<file path="src/bifl_pkg.sv">
// constants, types and register map of the binary input function logic
package bifl_pkg;
    localparam int          NUM_TERM       = 8;
    localparam int          CODE_W         = 8;
    localparam int          SPD_W          = 16;
    localparam logic [7:0]  FN_TECH_DROOP  = 8'h24;
    localparam logic [7:0]  FN_SPD_DROOP   = 8'h25;
    localparam logic [7:0]  FN_PI_TO_P     = 8'h26;
    localparam logic [7:0]  FN_INERTIA     = 8'h27;
    localparam logic [7:0]  FN_SPD_INVERT  = 8'h28;
    localparam logic [7:0]  FN_MS_SELECT   = 8'h29;
    localparam logic [7:0]  FN_TRQ_CHANGE  = 8'h2a;
    localparam logic [7:0]  FN_MAIN_SETP   = 8'h2b;
    localparam logic [3:0]  PROTO_PEER     = 4'h4;
    localparam logic [7:0]  ADDR_SEL_LO    = 8'h00;
    localparam logic [7:0]  ADDR_SEL_HI    = 8'h04;
    localparam logic [7:0]  ADDR_CFG       = 8'h08;
    localparam logic [7:0]  ADDR_SPEED     = 8'h0c;
    localparam logic [7:0]  ADDR_SETCTL    = 8'h10;
    localparam logic [7:0]  ADDR_STATUS    = 8'h14;
    localparam logic [7:0]  ADDR_LIM_PRI   = 8'h18;
    localparam logic [7:0]  ADDR_LIM_ALT   = 8'h1c;
    localparam logic [31:0] RST_ZERO       = 32'h0000_0000;
    localparam int          CLK_MHZ        = 250;
    localparam int          CTRL_CYCLE_NS  = 1000;
    localparam int          CTRL_CYCLES    = CTRL_CYCLE_NS * CLK_MHZ / 1000;
    localparam int          SET_DELAY_MS   = 25;
    localparam int          SET_DELAY_CYC  = SET_DELAY_MS * CLK_MHZ * 1000;
    localparam int          MS_SWAP_MS     = 500;
    localparam int          CTRL_CNT_W     = 8;
    localparam int          SET_CNT_W      = 23;

    typedef struct packed {
        logic tech_droop;
        logic speed_droop;
        logic pi_to_p_enable;
        logic p_mode;
        logic inertia_comp;
        logic speed_invert;
        logic slave;
        logic torque_alt;
        logic main_setpoint_on;
    } bifl_fn_t;

    typedef struct packed {
        logic [1:0] src;
        logic [1:0] dst;
        logic       swap;
    } bifl_copy_t;
endpackage : bifl_pkg

</file>
<file path="src/bifl_top.sv">
// binary input function logic with apb register file
`timescale 1ns/1ps
module bifl_top
    import bifl_pkg::*;
#(
    parameter int SET_DELAY = SET_DELAY_CYC
) (
    input  wire logic                    pclk,
    input  wire logic                    presetn,
    input  wire logic                    psel,
    input  wire logic                    penable,
    input  wire logic                    pwrite,
    input  wire logic [7:0]              paddr,
    input  wire logic [31:0]             pwdata,
    output logic                         pready,
    output logic                         pslverr,
    output logic [31:0]                  prdata,
    input  wire logic [NUM_TERM-1:0]     terminal_in,
    input  wire logic [SPD_W-1:0]        speed_actual,
    input  wire logic [1:0]              set_request,
    output bifl_fn_t                     fn_out,
    output logic [SPD_W-1:0]             speed_ctrl_actual,
    output logic [5:0]                   torque_setpoint_source,
    output logic [SPD_W-1:0]             torque_limit_a,
    output logic [SPD_W-1:0]             torque_limit_b,
    output logic                         rs485_tx_out,
    output logic                         rs485_tx_oe,
    output logic                         rs485_rx_enable,
    input  wire logic                    serial_tx_data,
    output logic [1:0]                   active_set_indicator,
    output logic [1:0]                   display_set_selector,
    output bifl_copy_t                   set_copy_command,
    output logic                         set_copy_start
);

    function automatic logic [NUM_TERM-1:0] hits(input logic [NUM_TERM*CODE_W-1:0] sel,
                                                 input logic [CODE_W-1:0] code);
        logic [NUM_TERM-1:0] m;
        m = '0;
        for (int i = 0; i < NUM_TERM; i++) begin
            m[i] = (sel[i*CODE_W +: CODE_W] == code);
        end
        return m;
    endfunction : hits

    // none assigned gives dflt, otherwise and of the assigned terminals
    function automatic logic all_of(input logic [NUM_TERM-1:0] m,
                                    input logic [NUM_TERM-1:0] t,
                                    input logic dflt);
        return (m == '0) ? dflt : ((t & m) == m);
    endfunction : all_of

    function automatic logic [SPD_W-1:0] mag(input logic [SPD_W-1:0] v);
        return v[SPD_W-1] ? SPD_W'(-v) : v;
    endfunction : mag

    logic [NUM_TERM*CODE_W-1:0] sel_ff;
    logic [7:0]                 tech_droop_amount_ff;
    logic [7:0]                 speed_droop_amount_ff;
    logic [3:0]                 port0_protocol_select_ff;
    logic [3:0]                 port1_protocol_select_ff;
    logic [5:0]                 slave_setpoint_source_ff;
    logic [SPD_W-1:0]           pi_p_speed_threshold_ff;
    logic [SPD_W-1:0]           torque_change_speed_ff;
    logic [2*SPD_W-1:0]         lim_pri_ff;
    logic [2*SPD_W-1:0]         lim_alt_ff;
    logic [1:0]                 display_set_ff;
    bifl_copy_t                 copy_ff;
    logic                       copy_start_ff;
    logic [31:0]                prdata_ff;
    logic                       pslverr_ff;
    logic [NUM_TERM-1:0]        term_meta_ff;
    logic [NUM_TERM-1:0]        term_sync_ff;
    logic [NUM_TERM-1:0]        term_ff;
    logic [CTRL_CNT_W-1:0]      ctrl_cnt_ff;
    logic                       ctrl_tick;
    bifl_fn_t                   fn_ff;
    bifl_fn_t                   nxt_fn;
    logic [SPD_W-1:0]           spd_out_ff;
    logic [5:0]                 trq_src_ff;
    logic [SPD_W-1:0]           lim_a_ff;
    logic [SPD_W-1:0]           lim_b_ff;
    logic [1:0]                 active_set_ff;
    logic [1:0]                 pend_set_ff;
    logic [SET_CNT_W-1:0]       set_cnt_ff;
    logic                       wr_en;
    logic                       rd_setup;
    logic                       addr_ok;
    logic                       peer_mode;

    assign wr_en    = psel & penable & pwrite;
    assign rd_setup = psel & ~penable;
    assign addr_ok  = (paddr[1:0] == 2'b00) && (paddr <= ADDR_LIM_ALT);
    assign pready   = 1'b1;
    assign pslverr  = pslverr_ff & psel & penable;
    assign prdata   = prdata_ff;

    // configuration registers, written at the access edge only
    always_ff @(posedge pclk or negedge presetn) begin
        if (!presetn) begin
            sel_ff                   <= '0;
            tech_droop_amount_ff     <= '0;
            speed_droop_amount_ff    <= '0;
            port0_protocol_select_ff <= '0;
            port1_protocol_select_ff <= '0;
            slave_setpoint_source_ff <= '0;
            pi_p_speed_threshold_ff  <= '0;
            torque_change_speed_ff   <= '0;
            lim_pri_ff               <= '0;
            lim_alt_ff               <= '0;
            display_set_ff           <= '0;
            copy_ff                  <= '0;
        end else if (wr_en && addr_ok) begin
            case (paddr)
                ADDR_SEL_LO: sel_ff[31:0]  <= pwdata;
                ADDR_SEL_HI: sel_ff[63:32] <= pwdata;
                ADDR_CFG: begin
                    tech_droop_amount_ff     <= pwdata[7:0];
                    speed_droop_amount_ff    <= pwdata[15:8];
                    port0_protocol_select_ff <= pwdata[19:16];
                    port1_protocol_select_ff <= pwdata[23:20];
                    slave_setpoint_source_ff <= pwdata[29:24];
                end
                ADDR_SPEED: begin
                    pi_p_speed_threshold_ff <= pwdata[15:0];
                    torque_change_speed_ff  <= pwdata[31:16];
                end
                ADDR_SETCTL: begin
                    display_set_ff <= pwdata[1:0];
                    copy_ff        <= bifl_copy_t'(pwdata[8:4]);
                end
                ADDR_LIM_PRI: lim_pri_ff <= pwdata;
                ADDR_LIM_ALT: lim_alt_ff <= pwdata;
                default: ;
            endcase
        end
    end

    // copy or swap request is a pulse to the parameter store
    always_ff @(posedge pclk or negedge presetn) begin
        if (!presetn) begin
            copy_start_ff <= 1'b0;
        end else begin
            copy_start_ff <= wr_en && (paddr == ADDR_SETCTL) && pwdata[9];
        end
    end

    // read data is captured in the setup cycle so it comes from a flip-flop
    always_ff @(posedge pclk or negedge presetn) begin
        if (!presetn) begin
            prdata_ff  <= RST_ZERO;
            pslverr_ff <= 1'b0;
        end else if (rd_setup) begin
            pslverr_ff <= ~addr_ok;
            case (paddr)
                ADDR_SEL_LO:  prdata_ff <= sel_ff[31:0];
                ADDR_SEL_HI:  prdata_ff <= sel_ff[63:32];
                ADDR_CFG:     prdata_ff <= {2'b00, slave_setpoint_source_ff,
                                            port1_protocol_select_ff, port0_protocol_select_ff,
                                            speed_droop_amount_ff, tech_droop_amount_ff};
                ADDR_SPEED:   prdata_ff <= {torque_change_speed_ff, pi_p_speed_threshold_ff};
                ADDR_SETCTL:  prdata_ff <= {23'h0, copy_ff, 2'b00, display_set_ff};
                ADDR_STATUS:  prdata_ff <= {2'b00, active_set_ff, 4'h0, term_ff,
                                            7'h0, fn_ff};
                ADDR_LIM_PRI: prdata_ff <= lim_pri_ff;
                ADDR_LIM_ALT: prdata_ff <= lim_alt_ff;
                default:      prdata_ff <= RST_ZERO;
            endcase
        end
    end

    // terminals are asynchronous pins
    always_ff @(posedge pclk or negedge presetn) begin
        if (!presetn) begin
            term_meta_ff <= '0;
            term_sync_ff <= '0;
        end else begin
            term_meta_ff <= terminal_in;
            term_sync_ff <= term_meta_ff;
        end
    end

    // control cycle divider
    always_ff @(posedge pclk or negedge presetn) begin
        if (!presetn) begin
            ctrl_cnt_ff <= '0;
        end else if (ctrl_cnt_ff == CTRL_CNT_W'(CTRL_CYCLES - 1)) begin
            ctrl_cnt_ff <= '0;
        end else begin
            ctrl_cnt_ff <= ctrl_cnt_ff + 1'b1;
        end
    end
    assign ctrl_tick = (ctrl_cnt_ff == CTRL_CNT_W'(CTRL_CYCLES - 1));

    always_ff @(posedge pclk or negedge presetn) begin
        if (!presetn) begin
            term_ff <= '0;
        end else if (ctrl_tick) begin
            term_ff <= term_sync_ff;
        end
    end

    // functions are derived from the snapshot, so terminal changes reach them all on the same tick; p_mode and torque_alt also follow speed_actual
    always_comb begin
        logic [SPD_W-1:0] spd;
        spd                   = mag(speed_actual);
        nxt_fn                = '0;
        nxt_fn.tech_droop     = ((hits(sel_ff, FN_TECH_DROOP) == '0) ||
                                 |(hits(sel_ff, FN_TECH_DROOP) & term_ff)) &&
                                (tech_droop_amount_ff != '0);
        nxt_fn.speed_droop    = all_of(hits(sel_ff, FN_SPD_DROOP), term_ff, 1'b1) &&
                                (speed_droop_amount_ff != '0);
        nxt_fn.pi_to_p_enable = all_of(hits(sel_ff, FN_PI_TO_P), term_ff, 1'b0);
        nxt_fn.p_mode         = nxt_fn.pi_to_p_enable &&
                                (spd > pi_p_speed_threshold_ff);
        nxt_fn.inertia_comp   = all_of(hits(sel_ff, FN_INERTIA), term_ff, 1'b1);
        nxt_fn.speed_invert   = |(hits(sel_ff, FN_SPD_INVERT) & term_ff);
        nxt_fn.slave          = |(hits(sel_ff, FN_MS_SELECT) & term_ff);
        nxt_fn.torque_alt     = |(hits(sel_ff, FN_TRQ_CHANGE) & term_ff) &&
                                (spd > torque_change_speed_ff);
        nxt_fn.main_setpoint_on = all_of(hits(sel_ff, FN_MAIN_SETP), term_ff, 1'b1);
    end

    always_ff @(posedge pclk or negedge presetn) begin
        if (!presetn) begin
            fn_ff <= '0;
        end else begin
            fn_ff <= nxt_fn;
        end
    end

    always_ff @(posedge pclk or negedge presetn) begin
        if (!presetn) begin
            spd_out_ff <= '0;
        end else begin
            spd_out_ff <= fn_ff.speed_invert ? SPD_W'(-speed_actual) : speed_actual;
        end
    end

    // source code 0 means own speed controller output
    always_ff @(posedge pclk or negedge presetn) begin
        if (!presetn) begin
            trq_src_ff <= '0;
        end else begin
            trq_src_ff <= fn_ff.slave ? slave_setpoint_source_ff : 6'h00;
        end
    end

    always_ff @(posedge pclk or negedge presetn) begin
        if (!presetn) begin
            lim_a_ff <= '0;
            lim_b_ff <= '0;
        end else if (fn_ff.torque_alt) begin
            lim_a_ff <= lim_alt_ff[15:0];
            lim_b_ff <= lim_alt_ff[31:16];
        end else begin
            lim_a_ff <= lim_pri_ff[15:0];
            lim_b_ff <= lim_pri_ff[31:16];
        end
    end

    // rs485 direction: outside peer mode the port is a normal duplex line.
    // the master role swap timing belongs to the supervisor; no interlock here.
    assign peer_mode       = (port0_protocol_select_ff == PROTO_PEER);
    assign rs485_tx_oe     = peer_mode ? ~fn_ff.slave : 1'b1;
    assign rs485_rx_enable = peer_mode ? fn_ff.slave : 1'b1;
    assign rs485_tx_out    = serial_tx_data & rs485_tx_oe;

    // active set follows the request after a settle delay below the 25 ms bound;
    // a request that changes again restarts the wait
    always_ff @(posedge pclk or negedge presetn) begin
        if (!presetn) begin
            active_set_ff <= '0;
            pend_set_ff   <= '0;
            set_cnt_ff    <= '0;
        end else if (set_request != pend_set_ff) begin
            pend_set_ff <= set_request;
            set_cnt_ff  <= '0;
        end else if (pend_set_ff != active_set_ff) begin
            if (set_cnt_ff >= SET_CNT_W'(SET_DELAY - 2)) begin
                active_set_ff <= pend_set_ff;
                set_cnt_ff    <= '0;
            end else begin
                set_cnt_ff <= set_cnt_ff + 1'b1;
            end
        end
    end

    assign fn_out                 = fn_ff;
    assign speed_ctrl_actual      = spd_out_ff;
    assign torque_setpoint_source = trq_src_ff;
    assign torque_limit_a         = lim_a_ff;
    assign torque_limit_b         = lim_b_ff;
    assign active_set_indicator   = active_set_ff;
    assign display_set_selector   = display_set_ff;
    assign set_copy_command       = copy_ff;
    assign set_copy_start         = copy_start_ff;

endmodule : bifl_top

</file>
<file path="config.mk">
export PLATFORM = sky130hd
export DESIGN_NAME = bifl_top
export DESIGN_NICKNAME = d
export VERILOG_FILES = /design/src/bifl_pkg.sv /design/src/bifl_top.sv
export SDC_FILE = /design/constraint.sdc
export NUM_CORES = 1
export LEC_CHECK = 0
export ABC_AREA = 1
export BUFFER_PORTS_ARGS = -buffer_cell sky130_fd_sc_hd__buf_2
export CAP_MARGIN = 20
export CORE_MARGIN = 3
export CORE_UTILIZATION = 44
export CTS_CLUSTER_DIAMETER = 100
export CTS_CLUSTER_SIZE = 25
export DETAILED_ROUTE_END_ITERATION = 16
export PLACE_DENSITY = 0.6
export SYNTH_ARGS = -nofsm -noshare
export SYNTH_HDL_FRONTEND = slang
export SYNTH_SLANG_ARGS = --single-unit
export TNS_END_PERCENT = 100
</file>
<file path="constraint.sdc">
create_clock -name pclk -period 1.75 [get_ports pclk]
set_input_delay 0.175 -clock pclk [delete_from_list [all_inputs] [get_ports pclk]]
set_output_delay 0.175 -clock pclk [all_outputs]
set_load 0.05 [all_outputs]
</file>
==> summary.md <==
| Metric | Value |
|---|---|
| Status | complete, but fails checks |
| Failing checks | negative setup slack |
| Dpl hpwl | 42.53 mm |
| Logic gate share of total power | 0.084 |
| Gr usage total | 0.2573 |
| Clk_lat worst skew | 540 ps |
| Port bufs | 180 |
| Setup violators final | 3 |
| Commonest non-fill, non-tap cell in the layout | nand2_1 |
| CP Capture Type | output pin |
| Clock Power Share | 0.338 |
| Antenna violations before repair | 1 |
| Kind of critical path | register to output pin |
| Peak VDD IR | 649.9 uV |
| Inst Count DP | 3091 |
| Final design utilization | 0.5403 |
| Final count of pins violating max slew | 0 |
| CTS tree | built |
| Vias/cell | ~5.2 |
| Leakage | 11.14 nW |
| Synth-to-Final Area Change | 20.39% |
| Gr ovfl total | 0 |
| Register area | 8842 um2 |
| Antenna-violating nets left | 0 |
| CTS Buf Count | 18 |
| Period minus WS final | 1938 ps |
| Hold Crit Class | input port to register |
| Clock slew at reported path FFs | 110 ps |
| Initial DRC Count | 1587 |
| Core box area | around 40000 um2 |
| Die area | 43360 um2 |
| Max Cap Viol | 0 |
| Syn nets | 2461 |
| Remaining DRCs | 0 |
| Starting Density | 0.4488 |
| Switching Share | 0.2541 |
| Max-slew headroom | 0.6291 |
| Routed wire length | 57.52 mm |
| Via count | 16.47k |
| I/O pins | 182 |
| Clock root buffer | clkbuf_16 |
| Mean post-synth cell area | 7.655 um2 |
| H-tree levels | 1 |
| GP Congestion | just under 1 |
| Std-Cell Rows | 73 |
| Hold Vio Cnt, Final | 0 |
| Sequential share of power | 0.578 |
| Layout cells sized above 1 | 0.1854 |
| Synth async-reset ratio | 1.000 |
| WP data arrival | between 1500 and 2000 ps |
| Die Span Y | 208.2 um |
| CP startpoint kind | register |
| Mapped Area | between 15000 and 20000 um2 |
| Routed wire per std cell | 18.25 um |
| Sw power | 3.623 mW |
| Vias in the first global route | 15.63k |
| Post-Synthesis Cells | 2351 |
| CTS sink count | 353 |
| Power after layout | 14.26 mW |
| Internal power | 10.64 mW |
| Crit share post-route | 1.107 |
| Multi-input logic area | 8170 um2 |
| Area after DPL | between 20000 and 25000 um2 |
| Post-synthesis register bit count | 353 |
| CTS max path bufs | 3 |
| Max Fclk | 0.5161 GHz |
| FILL cells | 3815 |
| R2R Setup Slk | 110 ps |
| Largest net degree at the start of global routing | 65 |
| Antenna diodes | 0 |
| Unique cell type count in the Yosys netlist | 36 |
| Warnings, synthesis | 0 |
| RSZ-0062 raised after global routing | true |
| Post-route cell area | 21670 um2 |
| Req. time, crit path | 1570 ps |
| Commonest non-fill, non-tap cells in the layout | nand2_1 (779), dfrtp_1 (348), inv_1 (235) |
| Clk_skew | 18.31 ps |
| Chip width | approximately 210 um |
| Post-synthesis sequential area ratio | 0.4909 |
| First-pass GRT wire length | 88.71 mm |
| CP max FO | 2 |
| Final worst slack | -187.7 ps |
| Post-synth top flop | dfrtp_1 |
| Least-Margin Pin Slew | 550.5 ps |
| PD cells | 658.2 nW/um2 |
| # nets final | 2734 |
| Post-synth EDFFs | 0 |
| Pre-Repair DR Iteration Count | 6 |
| Post-Layout Cell Count | about 3.2k |
registers in the layout (all words and copies together) (netlist names), 8 cells and up:
signal	count
ctrl_cnt_ff	8
pi_p_speed_threshold_ff	16
sel_ff	64
lim_alt_ff	32
speed_ctrl_actual	16
torque_limit_a	16
prdata	32
term_meta_ff	8
set_cnt_ff	23
torque_change_speed_ff	16
term_sync_ff	8
lim_pri_ff	32
fn_out	9
speed_droop_amount_ff	8
term_ff	8
tech_droop_amount_ff	8
torque_limit_b	16
routing by layer:
metal,global-route usage,up-vias,share of wire
li1,-,8019,-
met4,0.05045,0,0.017
met5,0,-,0
met1,0.3772,7886,0.46
met3,0.03755,52,0.069
met2,0.4106,514,0.45
cell type report:
class,instances,share of cell area
clock buffer,20,0.02258
clock inverter,3,0.001213
inverter,245,0.04297
multi-input combinational,1662,0.3771
sequential,353,0.4081
tap,525,0.03032
timing repair buffer,344,0.1177
synthesized netlist by cell type, types with 6 or more instances:
master	count	share of area
nand2_2	6	0.0021
nor2_4	8	0.0050
xor2_1	16	0.0078
nor2_1	197	0.041
o21ai_1	30	0.0083
xnor2_1	11	0.0054
mux2_2	12	0.0075
nand3b_1	6	0.0025
dfrtp_1	353	0.49
inv_1	241	0.050
nor4_1	6	0.0021
nor3_1	20	0.0056
nand3_1	190	0.053
o21ai_0	222	0.062
a21oi_1	24	0.0067
clkbuf_1	50	0.010
buf_2	26	0.0072
buf_4	7	0.0029
ha_1	38	0.026
nand4_1	43	0.015
o21ai_2	29	0.014
nand2_1	790	0.16
power groups by stage:
stage          clock, mW  sequential (mW)  combinational, mW
6_report            4.83             8.24               1.19
3_5_place_dp           0             8.40               1.10
3_3_place_gp           0             8.40               1.08
2_1_floorplan          0             8.47              0.400
4_1_cts             4.94             8.24               1.14
5_1_grt             5.21             8.25               1.32
through the flow:
| step | hold WS [ps] | setup TNS, ps | setup WS (ps) |
|---|---|---|---|
| floorplan | -120.6 | -212.1 | -109.0 |
| global placement | 164.1 | -1096 | -521.7 |
| detailed placement | 166.1 | -1821 | -586.4 |
| CTS | 6.500 | -434.7 | -186.9 |
| global route | 23.25 | -788.1 | -270.1 |
| finish | 23.07 | -437.4 | -187.7 |
worst paths after layout:
kind                                                          from                    endpoint  cells after the start
max reg2reg                              set_cnt_ff[0]$_DFFE_PN0P_  set_cnt_ff[18]$_DFFE_PN0P_                      9
min                                                     pwdata[17]  lim_alt_ff[17]$_DFFE_PN0P_                      3
max in group asynchronous                                  presetn      prdata[22]$_DFFE_PN0P_                      3
min reg2reg                              term_meta_ff[3]$_DFF_PN0_   term_sync_ff[3]$_DFF_PN0_                      0
min in group asynchronous                                  presetn  lim_alt_ff[30]$_DFFE_PN0P_                      2
max                        port0_protocol_select_ff[2]$_DFFE_PN0P_                rs485_tx_out                      7
logic make-up after synthesis:
logic type	Yosys count	share of synthesized area
and+or+nand+nor	1276	0.2947
DFF	353	0.4909
buffers and inverters	336	0.07502
AOI/OAI and AO/OA	308	0.09212
adders and majority gates	38	0.02642
xor gates and xnor gates	27	0.01314
muxes	12	0.007509
other	1	0.0002084
worst max-delay path, cell delays in order, from the launching register on:
cell     delay, ps
dfrtp_1        380
inv_2           50
nor4_4         320
buf_4          180
nand2_2         50
nand2_1         70
inv_1           40
buf_6          140
what timing repair did:
item / CTS / global route
cloned: 0 / 2
setup buffers: 3 / 14
hold endpoints to repair: 106 / 0
resized for setup: 17 / 75
hold buffers: 19 / 0
setup endpoints to repair: 8 / 31
pin swaps: 2 / 33
(Power assumes the default switching activity.)
